--- src/aort_pkg.sv ---
// Purpose: constants for the over-range and mark-bit sample post-processor
// Assumes: one sampling clock, AHB-Lite register access
// Notes:   byte offsets below are word aligned
package aort_pkg;
    localparam int          SAMPLE_W        = 12;
    localparam int          NUM_CH          = 4;
    localparam int          MAG_TOP_W       = 8;
    localparam int          HOLD_SEL_W      = 3;
    localparam int          HOLD_BASE_LOG2  = 3;
    localparam int          HOLD_CNT_W      = 11;
    localparam logic [11:0] SAMPLE_MOST_NEG = 12'h800;
    localparam logic [10:0] MAG_SAT         = 11'h7FF;
    localparam logic [1:0]  ECHO_SEL_MARK   = 2'h3;

    localparam logic [7:0]  OFS_CTRL     = 8'h00;
    localparam logic [7:0]  OFS_THRESH   = 8'h04;
    localparam logic [7:0]  OFS_STATUS   = 8'h08;
    localparam logic [7:0]  OFS_IRQ_STAT = 8'h0C;
    localparam logic [7:0]  OFS_IRQ_MASK = 8'h10;

    localparam int          CTRL_DET_EN   = 0;
    localparam int          CTRL_HOLD_LSB = 1;
    localparam int          CTRL_ECHO_EN  = 4;
    localparam int          CTRL_ECHO_LSB = 5;
    localparam int          CTRL_RECV_EN  = 7;
    localparam int          CTRL_INS_EN   = 8;
    localparam logic [7:0]  THRESH_RESET  = 8'hE4;
    localparam int          IRQ_OVR_LSB   = 0;
    localparam int          IRQ_MARK      = 4;
endpackage

--- src/aort_core.sv ---
// Purpose: signed sample coding, over-range flags, mark bit echo and insertion
// Assumes: samples arrive in the sampling clock domain; mark input is asynchronous
// Notes:   registers over AHB-Lite, zero wait states, OKAY always
// Operation
// - capture each sample on rising edge as signed two's complement code
// - take absolute value, compare upper 8 magnitude bits with threshold
// - one threshold shared by all four channels
// - most negative code saturates to magnitude 2047, compare value 255
// - detector produces flags only while its enable is set
// - flag set when upper magnitude bits are at or above threshold
// - four separate flag outputs, one for each channel
// - 3-bit hold select gives 8 to 1024 cycle pulses
// - each new over-range event restarts the hold interval
// - retimed mark repeated on echo pair when enabled and select equals 3
// - mark bit goes into link data only while insertion enable is set
// - mark replaces sample bit 0, sample upper 11 bits occupy [11:1]
// - mark sampled like a 1-bit converter with matched latency; here it reaches link data four register stages after the samples
// - foreground calibration halts sampling, background keeps sampling
// - six cores are swapped so one calibrates while others convert
`default_nettype none
module aort_core
    import aort_pkg::*;
(
    input  wire logic                clk_sys_i,
    input  wire logic                rst_i,
    input  wire logic [NUM_CH*SAMPLE_W-1:0] sample_in_i,
    input  wire logic                sample_valid_i,
    input  wire logic                cal_foreground_i,
    input  wire logic                mark_input_pair_i,
    output logic [NUM_CH*SAMPLE_W-1:0] link_sample_o,
    output logic                     link_valid_o,
    output logic                     over_range_out_a_o,
    output logic                     over_range_out_b_o,
    output logic                     over_range_out_c_o,
    output logic                     over_range_out_d_o,
    output logic                     trigger_echo_pair_o,
    output logic                     irq_o,
    input  wire logic                hsel_i,
    input  wire logic [7:0]          haddr_i,
    input  wire logic [1:0]          htrans_i,
    input  wire logic                hwrite_i,
    input  wire logic [2:0]          hsize_i,
    input  wire logic [31:0]         hwdata_i,
    input  wire logic                hready_i,
    output logic [31:0]              hrdata_o,
    output logic                     hreadyout_o,
    output logic                     hresp_o
);
    // software-visible registers
    logic [8:0]           ctrl_r;
    logic [7:0]           overrange_threshold_r;
    logic [4:0]           irq_stat_r;
    logic [4:0]           irq_mask_r;

    // bus data-phase state
    logic                 wr_pend_r;
    logic [7:0]           wr_addr_r;
    logic                 addr_ok;
    logic                 rd_req;
    logic                 wr_req;
    logic                 wr_ctrl;
    logic                 wr_thresh;
    logic                 wr_mask;
    logic                 wr_clear;
    logic [4:0]           clear_mask;
    logic [4:0]           status_word;

    // mark path
    logic [2:0]           mark_sync_r;
    logic                 mark_agree;
    logic                 mark_lvl_r;
    logic                 mark_prev_r;
    logic                 mark_rise;
    logic                 echo_sel_ok;

    // sample and over-range path
    logic [SAMPLE_W-1:0]  chan_smp [NUM_CH];
    logic [MAG_TOP_W-1:0] chan_mag [NUM_CH];
    logic [NUM_CH-1:0]    flag_r;
    logic [HOLD_CNT_W-1:0] hold_cnt_r [NUM_CH];
    logic [NUM_CH-1:0]    hit;
    logic                 take;
    logic [4:0]           irq_set;
    logic [HOLD_CNT_W-1:0] hold_len;

    // decoded control fields
    logic                 overrange_detect_enable;
    logic [2:0]           overrange_hold_select;
    logic                 trigger_echo_enable;
    logic [1:0]           trigger_echo_select;
    logic                 mark_receiver_enable;
    logic                 mark_insert_enable;

    assign overrange_detect_enable = ctrl_r[CTRL_DET_EN];
    assign overrange_hold_select   = ctrl_r[CTRL_HOLD_LSB +: HOLD_SEL_W];
    assign trigger_echo_enable     = ctrl_r[CTRL_ECHO_EN];
    assign trigger_echo_select     = ctrl_r[CTRL_ECHO_LSB +: 2];
    assign mark_receiver_enable    = ctrl_r[CTRL_RECV_EN];
    assign mark_insert_enable      = ctrl_r[CTRL_INS_EN];

    // saturating magnitude, upper bits only
    function automatic logic [7:0] mag_top(input logic [11:0] s);
        logic [10:0] m;
        m = 11'h000;
        if (s == SAMPLE_MOST_NEG) begin
            m = MAG_SAT;
        end else if (s[11]) begin
            m = 11'((~s) + 12'h001);
        end else begin
            m = s[10:0];
        end
        return m[10:3];
    endfunction

    // 8 << select, an 11-bit cycle count so 1024 still fits
    function automatic logic [HOLD_CNT_W-1:0] hold_cycles(input logic [HOLD_SEL_W-1:0] sel);
        return HOLD_CNT_W'(11'h001 << (HOLD_BASE_LOG2 + int'(sel)));
    endfunction

    // the mark takes bit 0 and the sample keeps only its upper 11 bits
    function automatic logic [SAMPLE_W-1:0] insert_mark(input logic [SAMPLE_W-1:0] s,
                                                       input logic                m);
        return {s[SAMPLE_W-1:1], m};
    endfunction

    // counter step: reload on a hit, count down to zero, clear when off
    function automatic logic [HOLD_CNT_W-1:0] next_count(
        input logic                  en,
        input logic                  hit_c,
        input logic [HOLD_CNT_W-1:0] cnt,
        input logic [HOLD_CNT_W-1:0] len
    );
        logic [HOLD_CNT_W-1:0] n;
        n = cnt;
        if (!en) begin
            n = '0;
        end else if (hit_c) begin
            n = len - HOLD_CNT_W'(1);
        end else if (cnt != '0) begin
            n = cnt - HOLD_CNT_W'(1);
        end
        return n;
    endfunction

    // read mux; unmapped offsets read zero rather than alias a register
    function automatic logic [31:0] read_word(input logic [7:0] a);
        logic [31:0] w;
        w = 32'h0000_0000;
        unique case (a)
            OFS_CTRL:     w = {23'h000000, ctrl_r};
            OFS_THRESH:   w = {24'h000000, overrange_threshold_r};
            OFS_STATUS:   w = {27'h0000000, status_word};
            OFS_IRQ_STAT: w = {27'h0000000, irq_stat_r};
            OFS_IRQ_MASK: w = {27'h0000000, irq_mask_r};
            default:      w = 32'h0000_0000;
        endcase
        return w;
    endfunction

    assign hold_len = hold_cycles(overrange_hold_select);

    // foreground calibration stops conversion, so no sample counts then
    // core swapping for background calibration is upstream; stream stays continuous
    assign take = sample_valid_i && !cal_foreground_i;

    // per-channel view of the packed word, channel A in the low bits
    always_comb begin
        for (int c = 0; c < NUM_CH; c++) begin
            chan_smp[c] = sample_in_i[c*SAMPLE_W +: SAMPLE_W];
            chan_mag[c] = mag_top(chan_smp[c]);
        end
    end

    // one threshold for every channel; the compare adds no register stage
    always_comb begin
        for (int c = 0; c < NUM_CH; c++) begin
            hit[c] = take && overrange_detect_enable &&
                     (chan_mag[c] >= overrange_threshold_r);
        end
    end

    // mark pin is asynchronous: three stages, accept when last two agree
    always_ff @(posedge clk_sys_i) begin
        if (rst_i) begin
            mark_sync_r <= 3'h0;
        end else begin
            mark_sync_r <= {mark_sync_r[1:0], mark_input_pair_i};
        end
    end

    // a level not yet settled across two stages is ignored
    assign mark_agree = (mark_sync_r[1] == mark_sync_r[2]);

    always_ff @(posedge clk_sys_i) begin
        if (rst_i) begin
            mark_lvl_r <= 1'b0;
        end else if (mark_agree) begin
            mark_lvl_r <= mark_sync_r[2] & mark_receiver_enable;
        end
    end

    // hold counters, restarted by every hit
    always_ff @(posedge clk_sys_i) begin
        if (rst_i) begin
            for (int c = 0; c < NUM_CH; c++) begin
                hold_cnt_r[c] <= '0;
            end
        end else begin
            for (int c = 0; c < NUM_CH; c++) begin
                hold_cnt_r[c] <= next_count(overrange_detect_enable, hit[c], hold_cnt_r[c],
                                            hold_len);
            end
        end
    end

    // flag stays high while the count runs and one cycle past zero
    always_ff @(posedge clk_sys_i) begin
        if (rst_i) begin
            flag_r <= '0;
        end else begin
            for (int c = 0; c < NUM_CH; c++) begin
                if (!overrange_detect_enable) begin
                    flag_r[c] <= 1'b0;
                end else if (hit[c]) begin
                    flag_r[c] <= 1'b1;
                end else if (hold_cnt_r[c] == '0) begin
                    flag_r[c] <= 1'b0;
                end
            end
        end
    end

    // one pin per channel, A in bit 0
    assign over_range_out_a_o = flag_r[0];
    assign over_range_out_b_o = flag_r[1];
    assign over_range_out_c_o = flag_r[2];
    assign over_range_out_d_o = flag_r[3];

    // mark is treated as a 1-bit channel registered with the samples
    always_ff @(posedge clk_sys_i) begin
        if (rst_i) begin
            link_valid_o <= 1'b0;
        end else begin
            link_valid_o <= take;
        end
    end

    // words hold between takes; only link_valid_o marks a new one
    always_ff @(posedge clk_sys_i) begin
        if (rst_i) begin
            link_sample_o <= '0;
        end else if (take) begin
            for (int c = 0; c < NUM_CH; c++) begin
                link_sample_o[c*SAMPLE_W +: SAMPLE_W] <=
                    mark_insert_enable ?
                    insert_mark(chan_smp[c], mark_lvl_r) :
                    chan_smp[c];
            end
        end
    end

    // previous mark level, for the rising-edge interrupt
    always_ff @(posedge clk_sys_i) begin
        if (rst_i) begin
            mark_prev_r <= 1'b0;
        end else begin
            mark_prev_r <= mark_lvl_r;
        end
    end

    // echo only in mark mode, one cycle behind the retimed level
    assign echo_sel_ok = trigger_echo_enable && (trigger_echo_select == ECHO_SEL_MARK);

    always_ff @(posedge clk_sys_i) begin
        if (rst_i) begin
            trigger_echo_pair_o <= 1'b0;
        end else begin
            trigger_echo_pair_o <= echo_sel_ok && mark_lvl_r;
        end
    end

    // AHB-Lite slave: zero wait, OKAY, writes land in data phase
    assign hreadyout_o = 1'b1;
    assign hresp_o     = 1'b0;

    // address-phase qualifiers; a stalled bus holds every phase
    assign addr_ok = hready_i && hsel_i && htrans_i[1];
    assign rd_req  = addr_ok && !hwrite_i;
    assign wr_req  = addr_ok && hwrite_i;

    // write data arrives a cycle after its address, so the address waits
    always_ff @(posedge clk_sys_i) begin
        if (rst_i) begin
            wr_pend_r <= 1'b0;
        end else if (hready_i) begin
            wr_pend_r <= wr_req;
        end
    end

    // address kept only for writes
    always_ff @(posedge clk_sys_i) begin
        if (rst_i) begin
            wr_addr_r <= 8'h00;
        end else if (wr_req) begin
            wr_addr_r <= haddr_i;
        end
    end

    // data-phase strobes decoded once from the latched address
    assign wr_ctrl   = wr_pend_r && (wr_addr_r == OFS_CTRL);
    assign wr_thresh = wr_pend_r && (wr_addr_r == OFS_THRESH);
    assign wr_mask   = wr_pend_r && (wr_addr_r == OFS_IRQ_MASK);
    assign wr_clear  = wr_pend_r && (wr_addr_r == OFS_IRQ_STAT);

    // status shows live flags and the retimed mark level
    assign status_word = {mark_lvl_r, flag_r};

    // read data is taken in the address phase and stands in the data phase
    always_ff @(posedge clk_sys_i) begin
        if (rst_i) begin
            hrdata_o <= 32'h0000_0000;
        end else if (rd_req) begin
            hrdata_o <= read_word(haddr_i);
        end
    end

    // control fields take effect the cycle after the data phase
    always_ff @(posedge clk_sys_i) begin
        if (rst_i) begin
            ctrl_r <= 9'h000;
        end else if (wr_ctrl) begin
            ctrl_r <= hwdata_i[8:0];
        end
    end

    // shared threshold, reset near the top of the 8-bit magnitude scale
    always_ff @(posedge clk_sys_i) begin
        if (rst_i) begin
            overrange_threshold_r <= THRESH_RESET;
        end else if (wr_thresh) begin
            overrange_threshold_r <= hwdata_i[7:0];
        end
    end

    // mask has the status layout
    always_ff @(posedge clk_sys_i) begin
        if (rst_i) begin
            irq_mask_r <= 5'h00;
        end else if (wr_mask) begin
            irq_mask_r <= hwdata_i[4:0];
        end
    end

    assign mark_rise  = mark_lvl_r & ~mark_prev_r;
    // write-one-to-clear bits of the current data phase
    assign clear_mask = wr_clear ? hwdata_i[4:0] : 5'h00;

    // sticky events; a set in the clearing cycle wins
    assign irq_set = {mark_rise, hit};

    always_ff @(posedge clk_sys_i) begin
        if (rst_i) begin
            irq_stat_r <= 5'h00;
        end else begin
            irq_stat_r <= irq_set | (irq_stat_r & ~clear_mask);
        end
    end

    // level output, no edge memory beyond the sticky status
    assign irq_o = |(irq_stat_r & irq_mask_r);
endmodule
`default_nettype wire

--- config.mk ---
export PLATFORM = sky130hd
export DESIGN_NAME = aort_core
export DESIGN_NICKNAME = d
export VERILOG_FILES = /design/src/aort_pkg.sv /design/src/aort_core.sv
export SDC_FILE = /design/constraint.sdc
export NUM_CORES = 1
export LEC_CHECK = 0
export ABC_AREA = 1
export BUFFER_PORTS_ARGS = -buffer_cell sky130_fd_sc_hd__buf_2
export CORE_MARGIN = 10
export CORE_UTILIZATION = 48
export DETAILED_ROUTE_END_ITERATION = 6
export PLACE_DENSITY = 0.82
export SYNTH_ARGS = -nofsm -noshare
export SYNTH_HDL_FRONTEND = slang
export SYNTH_SLANG_ARGS = --single-unit
--- constraint.sdc ---
create_clock -name clk_sys_i -period 2.8 [get_ports clk_sys_i]
set_clock_uncertainty 0.2 [all_clocks]
set_input_delay 0.42 -clock clk_sys_i [delete_from_list [all_inputs] [get_ports clk_sys_i]]
set_output_delay 0.42 -clock clk_sys_i [all_outputs]
set_load 0.05 [all_outputs]
# Word-level counts from Yosys, hierarchy flattened
# Memories as Yosys holds them, arrays and structs flattened.
# Cells that the tools add are included.
# word_totals
reg_bits	127
ram_bits	44
input_bits	101
out_inout_bits	89
wordCells	141
n_memories	1
# op_classes
addsub	10
magnitude_cmp	4
eq_ne	13
shifts	1
n_mux	45
bitwise	16
n_reduce_logical	34
# mem_list
name	words	word_bits	rd	rd_clocked_by_memory_dff	wr	line_no	source
hold_cnt_r	4	11	4	0	4	aort_core.sv:80	logic [HOLD_CNT_W-1:0] hold_cnt_r [NUM_CH];
# op_table
operator	count
11-bit two-way mux	28
11-bit by 1-bit subtractor with 11-bit output, second input constant	5
12-bit equality test, second input constant	4
9-bit case mux with 5 select lines	1
11-bit by 1-bit adder with 11-bit output, second input constant	4
11-bit logical NOT	4
11-bit inverter	4
11-bit nonzero test	4
8-bit >= comparator	4
8-bit by 4-bit equality test with 1-bit output, second input constant	3
8-bit by 3-bit equality test with 1-bit output, second input constant	2
8-bit by 5-bit equality test with 1-bit output, second input constant	2
1-bit logical AND	16
8-bit logical NOT	2
1-bit two-way mux	15
1-bit by 4-bit << shifter with 11-bit output, first input constant	1
5-bit bitwise AND	2
2-bit nonzero test	4
5-bit two-way mux	1
5-bit inverter	1
5-bit OR	1
5-bit OR reduction	1
2-bit by 3-bit adder with 4-bit output, first input constant	1
1-bit OR	4
other kinds (6)	9

# Logic depth before layout (Yosys ltp)
# Gate-level depths: netlist of the first run.
# depth
ltp_word	10
depth_mapped	21
ltp_nobuf	21

# Worst setup path before layout of the first run
# Ideal clock, no wire load.
# synth_path
kind	input port to flip-flop
start	input sample_in_i[1]
end	memory hold_cnt_r[0][6]
setup_ps	128
arrival_time_ps	2393
t_required_ps	2472
setup_slack_ps	79
cell_stages	17
n_path_buf	1
cell_sequence	nor2_1 nand3_1 nor2_1 nand3_1 o21ai_0 xor2_1 nand2_1 ha_1 a21oi_1 nor2_1 nor3_1 nand2_2 nand2_4 buf_6 nand2_1 nand3_1 nor2_1
# synth_lines
element	line_no	source
start, declared	aort_core.sv:26	input wire logic [NUM_CH*SAMPLE_W-1:0] sample_in_i,
end, declared	aort_core.sv:80	

==> results of run 1 <==
-- routing by layer --
metal	track usage, %	routed length [microns]
met1	22.5	10100
met2	31.7	11000
met3	6.27	1920
met4	7.40	542
met5	0	0
-- cell families after synthesis --
family	Yosys count	synth area share, %
simple gates	543	28.4
compound gates	247	15.7
buf+inv	214	11.1
flops	148	35.1
xor+xnor	40	4.15
fa+ha+maj	37	5.48
other cells	2	0.0889
-- cells in the final DEF, fill, tap and decap left out, drive strengths merged --
master | synthesis | layout
a211oi | 6 | 6
a21boi | 1 | 1
a21o | 1 | 1
a21oi | 91 | 91
a221oi | 2 | 2
a31oi | 2 | 2
buf | 37 | 191
bufinv | 0 | 3
clkbuf | 23 | 21
clkinv | 2 | 5
clkinvlp | 0 | 3
conb | 2 | 27
dfxtp | 148 | 148
dlygate4sd3 | 0 | 1
ha | 37 | 37
inv | 152 | 154
nand2 | 222 | 223
nand3 | 95 | 95
nand3b | 4 | 4
nand4 | 12 | 12
nor2 | 192 | 192
nor3 | 15 | 15
nor4 | 2 | 2
o211ai | 8 | 8
o21a | 6 | 6
o21ai | 124 | 124
o21bai | 4 | 4
o22ai | 1 | 1
o31ai | 1 | 1
or3 | 1 | 1
xnor2 | 4 | 4
xor2 | 36 | 36
-- tightest hold or removal path: stages --
cell and delay, ns:
buf_2 0.09, nand2_1 0.05, o211ai_1 0.06
-- sequential cells by signal (all words and copies together) (netlist names), 3 cells and up --
| signal | cells |
|---|---|
| irq_mask_r | 5 |
| irq_stat_r | 5 |
| link_sample_o | 48 |
| flag_r | 4 |
| hold_cnt_r | 44 |
| wr_addr_r | 8 |
| mark_sync_r | 3 |
| overrange_threshold_r | 8 |
| hrdata_o | 9 |
| ctrl_r | 9 |
-- worst min-delay path by stage --
stage	endpoint	startpoint	slack, ns	cells past startpoint
6_report	overrange_threshold_r[5]	hwdata_i[5]	0.03	3
5_1_grt	overrange_threshold_r[6]	hwdata_i[6]	0.03	3
4_1_cts	overrange_threshold_r[5]	hwdata_i[5]	0.02	3
3_5_place_dp	mark_sync_r[1]	mark_sync_r[0]	0.20	2
3_3_place_gp	mark_sync_r[1]	mark_sync_r[0]	0.19	2
2_1_floorplan	mark_sync_r[1]	mark_sync_r[0]	0.19	2
-- stage by stage --
stage               setup WS, ns  cells  hold slack (ns)  setup TNS [ns]  utilization (%)
floorplan                 0.0792   1256            0.188               0                -
global placement          -0.341   1612            0.194           -7.60             55.4
detailed placement        -0.374   1612            0.201           -9.46             55.4
CTS                       0.0358   1645           0.0179               0             59.0
global route             -0.0273   1646           0.0324         -0.0453             59.4
finish                     0.181   1646           0.0307               0             59.4
-- cell type report --
cell class | count | area, sq um | share of cell area, %
well taps | 225 | 282 | 2.74
clock inverters | 11 | 149 | 1.45
clock buffers | 21 | 460 | 4.48
inverters | 154 | 579 | 5.64
multi-input cells | 895 | 4720 | 45.9
flip-flops and latches | 148 | 2960 | 28.8
repair buffers | 192 | 1130 | 11.0
-- power breakdown --
part           switching [mW]  internal, mW
sequential             0.0299          2.17
combinational           0.581         0.231
clock                   0.919          1.45
total                    1.53          3.85
-- timing repair --
item | in CTS | in global routing
buffers inserted | 0 | 0
hold endpoints to repair | 1 | 0
resized for setup | 0 | 19
endpoints found under the setup margin | 0 | 31
hold buffers | 1 | 0
==> results.txt, run 1 <==
status: finished clean
Req. time, crit path: 2.92 ns
Pleak: 5.14 nW
DR vias: 8436
Critical Path Fanout Max: 12
dpl hpwl: 17.4 mm
Die Y: 153 microns
synth warn: 0
Main synth FF type: dfxtp_1
Power Dens Cells: 523 mW/mm^2
VDD IR max: 489 uV
final instance area: 0.0103 sq mm
max cap viols: 0
Num CTS Buffers: 17
overall power: 5.38 mW
Post-Syn Instances: 1231
vias in the first global route: 7891
Area Overhead vs Synth: 21.7%
Reg-to-Reg Start: overrange_threshold_r[1]
die area: 0.0233 sq mm
vias per cell: 5.13
Cell Chain, Critical Path: buf_2, nor2_2, nand3_1, nor2_2, nand3_2, nor2_4, nand4_4, o21a_1, ha_1, nand2_1, nor2_1, nor2_1, nand2_1, nand2_1, nand2_2, nand2_4, buf_12, o21ai_0, nor2_1
DIE WIDTH: 153 microns
Routed WL per cell: 14.3 microns
register-to-register setup slack: 0.61 ns
initial antenna violation count: 0
GPL Wtd Cong: 0.884
Worst Setup Path Type: primary input to flip-flop
TritonCTS clock tree: done
setup violation total in the final timing report: 0
placed cell area: 0.00958 sq mm
crit path time final: 2.62 ns
largest net degree at the start of global routing: 69
drt total wl: 23.5 mm
drt first pass iters: 5
post-route ant nets: 0
Synth area leader: dfxtp_1
Seq cells post-synth: 148
mapped cell area: 0.00845 sq mm
Max Freq: 382 MHz
first-pass GRT wire length: 37.8 mm
Fin. Hold Viols: 0
Least-Margin Pin Slew: 0.854 ns
CORE AREA: 0.0173 sq mm
Largest delay share family, worst path: simple AND/OR/NAND/NOR gates
row count: 48
Worst Setup SP: sample_in_i[1]
type of origin of the critical path: primary input
detailed router's first-iteration violation count: 616
CTS clk-pin slew, worst paths: 0.06 ns
global-route usage over all layers: 19.2%
Levels on crit path: 19
initial core utilization: 48.8%
final cycle utilization of the critical path: 93.5%
Synth top area share: 35.1%
Slew HR: 42.6%
# diodes: 0
worst stage delay on the critical path: 0.27 ns
# DRC: 0
Critical Path End Type: flip-flop
Hold Path Class: primary input to flip-flop
Ports: 190
Clock Latency Late Sink: 0.43 ns
Post-synth top cells: 213 x nand2_1, 182 x nor2_1, 148 x dfxtp_1, 147 x inv_1, 116 x o21ai_0
root buffer cell: clkbuf_16
reg-to-reg critical path endpoint: hold_cnt_r[1][6]
slowest CP cell: ha_1
CP endpoint: hold_cnt_r[0][3]
final slew viol count: 0
Worst Reg2Reg Path Length in Cells: 13
fillcell total: 1537
CP bufs+invs: 2
Synth cell types: 47
Synth area leaders: dfxtp_1 35%, nand2_1 9.5%, nor2_1 8.1%
fraction of registers with async set/reset: 0%
Post-synth EDFFs: 0
most frequent cell after synthesis: nand2_1
Mapped Avg Cell Area: 6.86 sq um
Max clock buf depth: 2
# port buffers: 137
layout cells sized above 1: 19.1%
H-tree level count: 4
global route overflow: 0
post-synthesis sequential area ratio: 35.1%
Nets: 1546
clk sinks: 148
critical path arrival: 2.74 ns
(Power assumes the default switching activity.)
==> inputs of run 2 (changes only) <==
--- a/config.mk
+++ b/config.mk
@@ -7,8 +7,9 @@
 export LEC_CHECK = 0
 export ABC_AREA = 1
 export BUFFER_PORTS_ARGS = -buffer_cell sky130_fd_sc_hd__buf_2
-export CORE_MARGIN = 10
+export CORE_MARGIN = 5
 export CORE_UTILIZATION = 48
+export CTS_CLUSTER_SIZE = 12
 export DETAILED_ROUTE_END_ITERATION = 6
 export PLACE_DENSITY = 0.82
 export SYNTH_ARGS = -nofsm -noshare
==> run 2 against run 1 <==
Die area is 13% lower. Wire length is 4.8% lower. Sequential power hardly changed. Fmax is 0.53% lower. Critical endpoint is now hold_cnt_r[2][10]. Setup slack worse by 0.014 ns. Highest routed layer unchanged.
==> results.txt, run 2 (synthesis results as in run 1) <==
worst stage delay on the critical path: 0.29 ns (was 0.27 ns)
# diodes: 0 (unchanged)
VDD IR max: 416 uV (was 489 uV)
setup violation total in the final timing report: 0 (unchanged)
Reg-to-Reg Start: overrange_threshold_r[3] (was overrange_threshold_r[1])
detailed router's first-iteration violation count: 595 (was 616)
post-route ant nets: 0 (unchanged)
status: finished clean (unchanged)
vias per cell: 5.13 (about the same)
Max Freq: 380 MHz (was 382 MHz)
root buffer cell: clkbuf_16 (unchanged)
Worst Slack Setup Final: 0.167 ns (was 0.181 ns)
final slew viol count: 0 (unchanged)
Fin Setup TNS: 0 ns (unchanged)
placed cell area: 0.00957 sq mm (was 0.00958 sq mm)
CP endpoint: hold_cnt_r[2][10] (was hold_cnt_r[0][3])
final cycle utilization of the critical path: 94.0% (was 93.5%)
Die Y: 143 microns (was 153 microns)
largest net degree at the start of global routing: 69 (unchanged)
Comb pwr share: 15.2% (was 15.1%)
first-pass GRT wire length: 36.9 mm (was 37.8 mm)
slowest CP cell: ha_1 (unchanged)
# Post-CTS Setup Buffers: 0 (unchanged)
Hold Path Class: primary input to flip-flop (unchanged)
Clock Latency Late Sink: 0.43 ns (about the same)
Req. time, crit path: 2.96 ns (was 2.92 ns)
initial core utilization: 48.8% (unchanged)
DIE WIDTH: 143 microns (was 153 microns)
row count: 48 (unchanged)
Max clock buf depth: 2 (unchanged)
Pint: 3.80 mW (was 3.85 mW)
Least-Margin Pin Slew: 0.835 ns (was 0.854 ns)
drt first pass iters: 5 (unchanged)
reg-to-reg critical path endpoint: flag_r[1] (was hold_cnt_r[1][6])
drt total wl: 22.4 mm (was 23.5 mm)
DR vias: 8437 (was 8436)
max cap viols: 0 (unchanged)
TritonCTS clock tree: done (unchanged)
initial antenna violation count: 0 (unchanged)
RSZ-0062 raised after global routing: false
Fin. Hold Viols: 0 (unchanged)
global route overflow: 0 (unchanged)
critical path arrival: 2.79 ns (was 2.74 ns)
pre-CTS WS: -0.466 ns (was -0.374 ns)
Nets: 1545 (was 1546)
Worst Setup SP: sample_in_i[25] (was sample_in_i[1])
crit path time final: 2.63 ns (was 2.62 ns)
max reg flops: 48 (unchanged)
Slew HR: 43.9% (was 42.6%)
register share of total power: 41.2% (was 40.8%)
type of origin of the critical path: primary input (unchanged)
Power Dens Cells: 520 mW/mm^2 (was 523 mW/mm^2)
# port buffers: 137 (unchanged)
register with the most flip-flops: link_sample_o (unchanged)
most frequent cells in the layout: 209 x nand2_1, 175 x nor2_1, 148 x dfxtp_1 (was 212 x nand2_1, 176 x nor2_1, 148 x dfxtp_1)
most common cell after layout, fill and taps aside: nand2_1 (unchanged)
post-route core utilization: 59.2% (was 59.4%)
Ports: 190 (unchanged)
Critical Path Fanout Max: 8 (was 12)
global-route usage over all layers: 22.0% (was 19.2%)
Top Registers: link_sample_o (48), hold_cnt_r (44) (unchanged)
Pleak: 5.13 nW (was 5.14 nW)
Clock Power Share: 43.6% (was 44.1%)
# DRC: 0 (unchanged)
final instance area: 0.0102 sq mm (was 0.0103 sq mm)
CORE AREA: 0.0173 sq mm (unchanged)
switch share: 28.7% (was 28.4%)
die area: 0.0204 sq mm (was 0.0233 sq mm)
Num CTS Buffers: 17 (unchanged)
Psw: 1.53 mW (about the same)
Worst Reg2Reg Path Length in Cells: 14 (was 13)
Worst Setup Path Type: primary input to flip-flop (unchanged)
clk sinks: 148 (unchanged)
Cell Chain, Critical Path: buf_2, nor2_2, nand3_1, nor2_1, nand3_2, o21ai_0, xor2_1, nand2_1, ha_1, a21oi_1, o21a_1, nand2_2, buf_4, nand3_1, nand2_1, nor3_1 (was buf_2, nor2_2, nand3_1, nor2_2, nand3_2, nor2_4, nand4_4, o21a_1, ha_1, nand2_1, nor2_1, nor2_1, nand2_1, nand2_1, nand2_2, nand2_4, buf_12, o21ai_0, nor2_1)
Hold Slack: 0.0263 ns (was 0.0307 ns)
Area Overhead vs Synth: 21.3% (was 21.7%)
Routed WL per cell: 13.6 microns (was 14.3 microns)
Critical Path End Type: flip-flop (unchanged)
GPL Wtd Cong: 0.916 (was 0.884)
fillcell total: 1529 (was 1537)
vias in the first global route: 7934 (was 7891)
layout cells sized above 1: 19.4% (was 19.1%)
CTS clk-pin slew, worst paths: 0.06 ns (about the same)
register-to-register setup slack: 0.64 ns (was 0.61 ns)
dpl hpwl: 16.5 mm (was 17.4 mm)
H-tree level count: 4 (unchanged)
run 2: cell count changes in the layout (fill, tap and decap cells not counted), sizes merged:
cell      previous run  this run
clkinv               5         9
nand2              223       222
clkbuf              21        20
clkinvlp             3         0
run 2: layout make-up:
cell class	instances	area, sq um	share of cell area, %
Tap cell	225	282	2.75
Sequential cell	148	2960	28.9
Timing Repair Buffer	192	1110	10.9
Clock inverter	12	154	1.50
Multi-Input combinational cell	894	4720	46.1
Inverter	154	579	5.65
Clock buffer	20	437	4.26
run 2: worst min-delay path by stage:
stage	start	end	cells after the start
global placement	mark_sync_r[0]	mark_sync_r[1]	2
global route	haddr_i[1]	wr_addr_r[1]	3
CTS	sample_in_i[14]	link_sample_o[14]	3
floorplan	mark_sync_r[0]	mark_sync_r[1]	2
detailed placement	mark_sync_r[0]	mark_sync_r[1]	2
finish	hwdata_i[5]	overrange_threshold_r[5]	3
run 2: through the flow:
stage,power (mW),cells
2_1_floorplan,2.82,1256
3_3_place_gp,3.02,1612
3_5_place_dp,3.03,1612
4_1_cts,5.35,1645
5_1_grt,5.54,1645
6_report,5.33,1645
run 2: what timing repair did:
action,in CTS,in global routing
gates cloned,0,0
endpoints found under the hold margin,1,0
pin swaps,0,3
hold buffers,1,0
gates resized for setup,1,22
setup endpoints to repair,5,26
run 2: critical path, delay by kind of cell:
kind | cells | cell delay [ns]
AOI/OAI and AO/OA | 3 | 0.50
and+or+nand+nor | 9 | 1.09
adders and majority gates | 1 | 0.29
buffers and inverters | 2 | 0.30
xor gates and xnor gates | 1 | 0.19
run 2: power by group through the flow:
stage	sequential (mW)	clock, mW	combinational [mW]
2_1_floorplan	2.41	0	0.412
3_3_place_gp	2.24	0	0.778
3_5_place_dp	2.24	0	0.793
4_1_cts	2.20	2.35	0.802
5_1_grt	2.20	2.45	0.890
6_report	2.20	2.32	0.813
run 2: routing by layer:
layer / up-vias / global-route usage (%) / part of all wire [%]
met5: - / 0 / 0
met2: 273 / 36.5 / 47
met1: 3818 / 27.8 / 43
met3: 38 / 6.26 / 7.9
met4: 0 / 7.15 / 2.0
li1: 4308 / - / -
==> inputs of run 3 (changes only) <==
--- a/config.mk
+++ b/config.mk
@@ -5,13 +5,12 @@
 export SDC_FILE = /design/constraint.sdc
 export NUM_CORES = 1
 export LEC_CHECK = 0
-export ABC_AREA = 1
 export BUFFER_PORTS_ARGS = -buffer_cell sky130_fd_sc_hd__buf_2
 export CORE_MARGIN = 5
 export CORE_UTILIZATION = 48
 export CTS_CLUSTER_SIZE = 12
 export DETAILED_ROUTE_END_ITERATION = 6
-export PLACE_DENSITY = 0.82
+export PLACE_DENSITY = 0.8
 export SYNTH_ARGS = -nofsm -noshare
 export SYNTH_HDL_FRONTEND = slang
 export SYNTH_SLANG_ARGS = --single-unit
==> constraint.sdc (replaced) <==
create_clock -name clk_sys_i -period 2.5 [get_ports clk_sys_i]
set_clock_uncertainty 0.2 [all_clocks]
set_input_delay 0.375 -clock clk_sys_i [delete_from_list [all_inputs] [get_ports clk_sys_i]]
set_output_delay 0.375 -clock clk_sys_i [all_outputs]
set_load 0.05 [all_outputs]
==> run 3 against run 2 <==
The flow now finishes with violations (setup timing). Clock power grew 12%. Final area grew 6.0%. Critical path type unchanged. Critical path depth shrank 4. Sequential power grew 10%. Sequential share of layout area shrank 1.6 points. Setup slack lost 1.3 ns. Global-route usage grew 2.5 points. Wire length grew 9.2%. Die area shrank 4.4%. Power grew 11%.
==> results.txt, run 3 <==
most frequent cells in the layout: 182 x nand2_1, 148 x dfxtp_1, 130 x buf_2 (was 209 x nand2_1, 175 x nor2_1, 148 x dfxtp_1)
Worst Slack Setup Final: -1.14 ns (was 0.167 ns)
Top cell by count, worst path: or4b_4
WHS Path Cells: 3 (unchanged)
largest net degree at the start of global routing: 47 (was 69)
DR vias: 8207 (was 8437)
Critical Path Fanout Max: 5 (was 8)
root buffer cell: clkbuf_16 (unchanged)
drt first pass iters: 7 (was 5)
Largest delay share family, worst path: simple AND/OR/NAND/NOR gates (unchanged)
max reg flops: 48 (unchanged)
initial antenna violation count: 1 (was 0)
Post-synth top cells: 190 x nand2_1, 148 x dfxtp_1, 86 x a21oi_1, 61 x nor2_1, 47 x o21ai_0 (was 213 x nand2_1, 182 x nor2_1, 148 x dfxtp_1, 147 x inv_1, 116 x o21ai_0)
crit path time final: 3.64 ns
global route overflow: 0 (unchanged)
Die Y: 139 microns (was 143 microns)
final cycle utilization of the critical path: 146%
initial core utilization: 48.7% (was 48.8%)
Mapped Avg Cell Area: 8.16 sq um (was 6.86 sq um)
synth warn: 0 (unchanged)
first-pass GRT wire length: 39.6 mm (was 36.9 mm)
non-filler cells, final: 1448 (was 1645)
most frequent cell after synthesis: nand2_1 (unchanged)
max cap viols: 0 (unchanged)
Clock Latency Late Sink: 0.43 ns (about the same)
post-route ant nets: 0 (unchanged)
DIE WIDTH: 139 microns (was 143 microns)
Hold Path Origin: hwdata_i[5] (unchanged)
vias in the first global route: 8128 (was 7934)
placed cell area: 0.00964 sq mm (was 0.00957 sq mm)
Synth area leader: dfxtp_1 (unchanged)
fraction of registers with async set/reset: 0% (unchanged)
post-synthesis sequential area ratio: 36.8% (was 35.1%)
worst stage delay on the critical path: 0.54 ns (was 0.29 ns)
Power Dens Cells: 547 mW/mm^2 (was 520 mW/mm^2)
pre-CTS WS: -1.59 ns (was -0.466 ns)
Pleak: 4.87 nW (was 5.13 nW)
Fin. Hold Viols: 0 (unchanged)
met3 global-route usage: 6.52% (was 6.26%)
most common cell after layout, fill and taps aside: nand2_1 (unchanged)
Max clock buf depth: 2 (unchanged)
Max Freq: 274 MHz
register-to-register setup slack: 0.13 ns (was 0.64 ns)
final instance area: 0.0109 sq mm (was 0.0102 sq mm)
Hold Path Class: primary input to flip-flop (unchanged)
Post-Syn Instances: 986 (was 1231)
Ports: 190 (unchanged)
Synth cell types: 62 (was 47)
Top Registers: link_sample_o (48), hold_cnt_r (44) (unchanged)
Req. time, crit path: 2.60 ns (was 2.96 ns)
slowest CP cell: or4_4 (was ha_1)
dpl hpwl: 17.0 mm (was 16.5 mm)
CORE AREA: 0.0165 sq mm (was 0.0173 sq mm)
Area Overhead vs Synth: 35.0% (was 21.3%)
TritonCTS clock tree: done (unchanged)
GRT busiest layer: met2 (unchanged)
setup violation total in the final timing report: 52 (was 0)
Slew HR: 37.6% (was 43.9%)
GPL Wtd Cong: 0.934 (was 0.916)
Synth area leaders: dfxtp_1 37%, nand2_1 8.9%, ha_1 5.8% (was dfxtp_1 35%, nand2_1 9.5%, nor2_1 8.1%)
Worst Reg2Reg Path Length in Cells: 8 (was 14)
Nets: 1352 (was 1545)
final slew viol count: 0 (unchanged)
GRT met1 Usage: 30.1% (was 27.8%)
met2 usage: 41.3% (was 36.5%)
Num CTS Buffers: 17 (unchanged)
row count: 47 (was 48)
Post-synth EDFFs: 0 (unchanged)
Cell Chain, Critical Path: buf_6, or4_4, or4b_4, or2_1, or4b_4, and2_4, ha_4, nand2b_4, a2111oi_4, o311ai_4, a221oi_1, a211oi_1 (was buf_2, nor2_2, nand3_1, nor2_1, nand3_2, o21ai_0, xor2_1, nand2_1, ha_1, a21oi_1, o21a_1, nand2_2, buf_4, nand3_1, nand2_1, nor3_1)
detailed router's first-iteration violation count: 490 (was 595)
type of origin of the critical path: primary input (unchanged)
Seq cells post-synth: 148 (unchanged)
layout cells sized above 1: 30.5% (was 19.4%)
Worst Setup Path Type: primary input to flip-flop (unchanged)
die area: 0.0195 sq mm (was 0.0204 sq mm)
Hold Path End: overrange_threshold_r[5] (unchanged)
Main synth FF type: dfxtp_1 (unchanged)
Critical Path End Type: flip-flop (unchanged)
# port buffers: 137 (unchanged)
H-tree level count: 4 (unchanged)
register with the most flip-flops: link_sample_o (unchanged)
drt total wl: 24.5 mm (was 22.4 mm)
VDD IR max: 490 uV (was 416 uV)
# DRC: 0 (unchanged)
RSZ-0062 raised after global routing: true (was false)
clk sinks: 148 (unchanged)
vias per cell: 5.67 (was 5.13)
mapped cell area: 0.00805 sq mm (was 0.00845 sq mm)
CTS clk-pin slew, worst paths: 0.06 ns (about the same)
Least-Margin Pin Slew: 0.926 ns (was 0.835 ns)
Post-Place Cells: 1393 (was 1612)
fillcell total: 1253 (was 1529)
failing checks: setup timing
status: finished, violations left (was finished clean)
critical path arrival: 3.75 ns (was 2.79 ns)
Synth top area share: 36.8% (was 35.1%)
Routed WL per cell: 16.9 microns (was 13.6 microns)
reg-to-reg critical path endpoint: hold_cnt_r[3][7] (was flag_r[1])
CP bufs+invs: 1 (was 2)
global-route usage over all layers: 24.5% (was 22.0%)
Reg-to-Reg Start: overrange_threshold_r[2] (was overrange_threshold_r[3])
==> run 3: cell count changes after synthesis, sizes merged, moves of 10 or more <==
| cell | delta |
|---|---|
| a31oi | +11 |
| clkbuf | +14 |
| inv | -120 |
| mux2i | +39 |
| nand2 | -32 |
| nand3 | -66 |
| nor2 | -131 |
| nor2b | +17 |
| o21ai | -77 |
| o31ai | +10 |
==> run 3: metrics by stage <==
step / hold slack, ns / total power, mW / util, % / TNS [ns]
after detailed placement: 0.236 / 3.29 / 58.4 / -73.15
final: 0.0176 / 5.94 / 65.7 / -50.24
after global placement: 0.227 / 3.28 / 58.4 / -70.15
after global routing: 0.0224 / 6.18 / 65.7 / -54.79
after CTS: 0.00637 / 5.92 / 64.6 / -46.89
after floorplan: 0.214 / 3.04 / - / -62.96
==> run 3: cell type report <==
cell class,instances,area [sq um],area share [%]
Sequential cell,148,2960,27.3
Inverter,32,120,1.11
Multi-Input combinational cell,763,5230,48.1
Antenna cell,1,2.50,0.0230
Timing Repair Buffer,252,1680,15.4
Clock inverter,10,119,1.09
Tap cell,220,275,2.53
Clock buffer,22,484,4.46
==> run 3: worst max-delay path by stage <==
stage,start,end,depth (start not counted)
finish,sample_in_i[0],hold_cnt_r[0][5],12
global route,sample_in_i[0],hold_cnt_r[0][2],13
floorplan,sample_in_i[0],hold_cnt_r[0][4],12
global placement,sample_in_i[0],hold_cnt_r[0][5],12
detailed placement,sample_in_i[13],hold_cnt_r[1][7],13
CTS,sample_in_i[0],hold_cnt_r[0][5],12
==> run 3: kinds of logic after synthesis <==
family / count (synthesis) / share of synthesized area (%)
and+or+nand+nor: 387 / 22.9
AOI/OAI and AO/OA: 219 / 16.5
muxes: 52 / 7.37
DFF: 148 / 36.8
adders and majority gates: 37 / 5.75
buffers and inverters: 100 / 6.11
xor gates and xnor gates: 41 / 4.46
other: 2 / 0.0933
==> run 3: metal layers <==
metal | routed length [microns] | vias to the layer above | part of all wire, %
li1 | - | 3891 | -
met1 | 9890 | 3900 | 40
met2 | 11900 | 338 | 49
met3 | 1810 | 76 | 7.4
met4 | 856 | 2 | 3.5
met5 | 7 | - | 0.029
==> run 3: where the power goes <==
part / total, mW / leakage [nW] / switching [mW] / internal (mW)
sequential: 2.43 / 1.20 / 0.0266 / 2.40
combinational: 0.908 / 3.37 / 0.575 / 0.333
clock: 2.61 / 0.301 / 1.02 / 1.58
==> run 3: what timing repair did <==
action,4_1_cts,5_1_grt
pin swaps,20,21
cloned,0,0
endpoints found under the setup margin,52,52
endpoints found under the hold margin,8,0
buffers inserted,8,8
hold buffers,8,0
gates resized for setup,58,24
==> run 3: tightest hold or removal path: cells and delay by family <==
family | cells | cell delay [ns]
buffers and inverters | 1 | 0.10
AND/OR/NAND/NOR | 1 | 0.05
AO/OA/AOI/OAI | 1 | 0.08
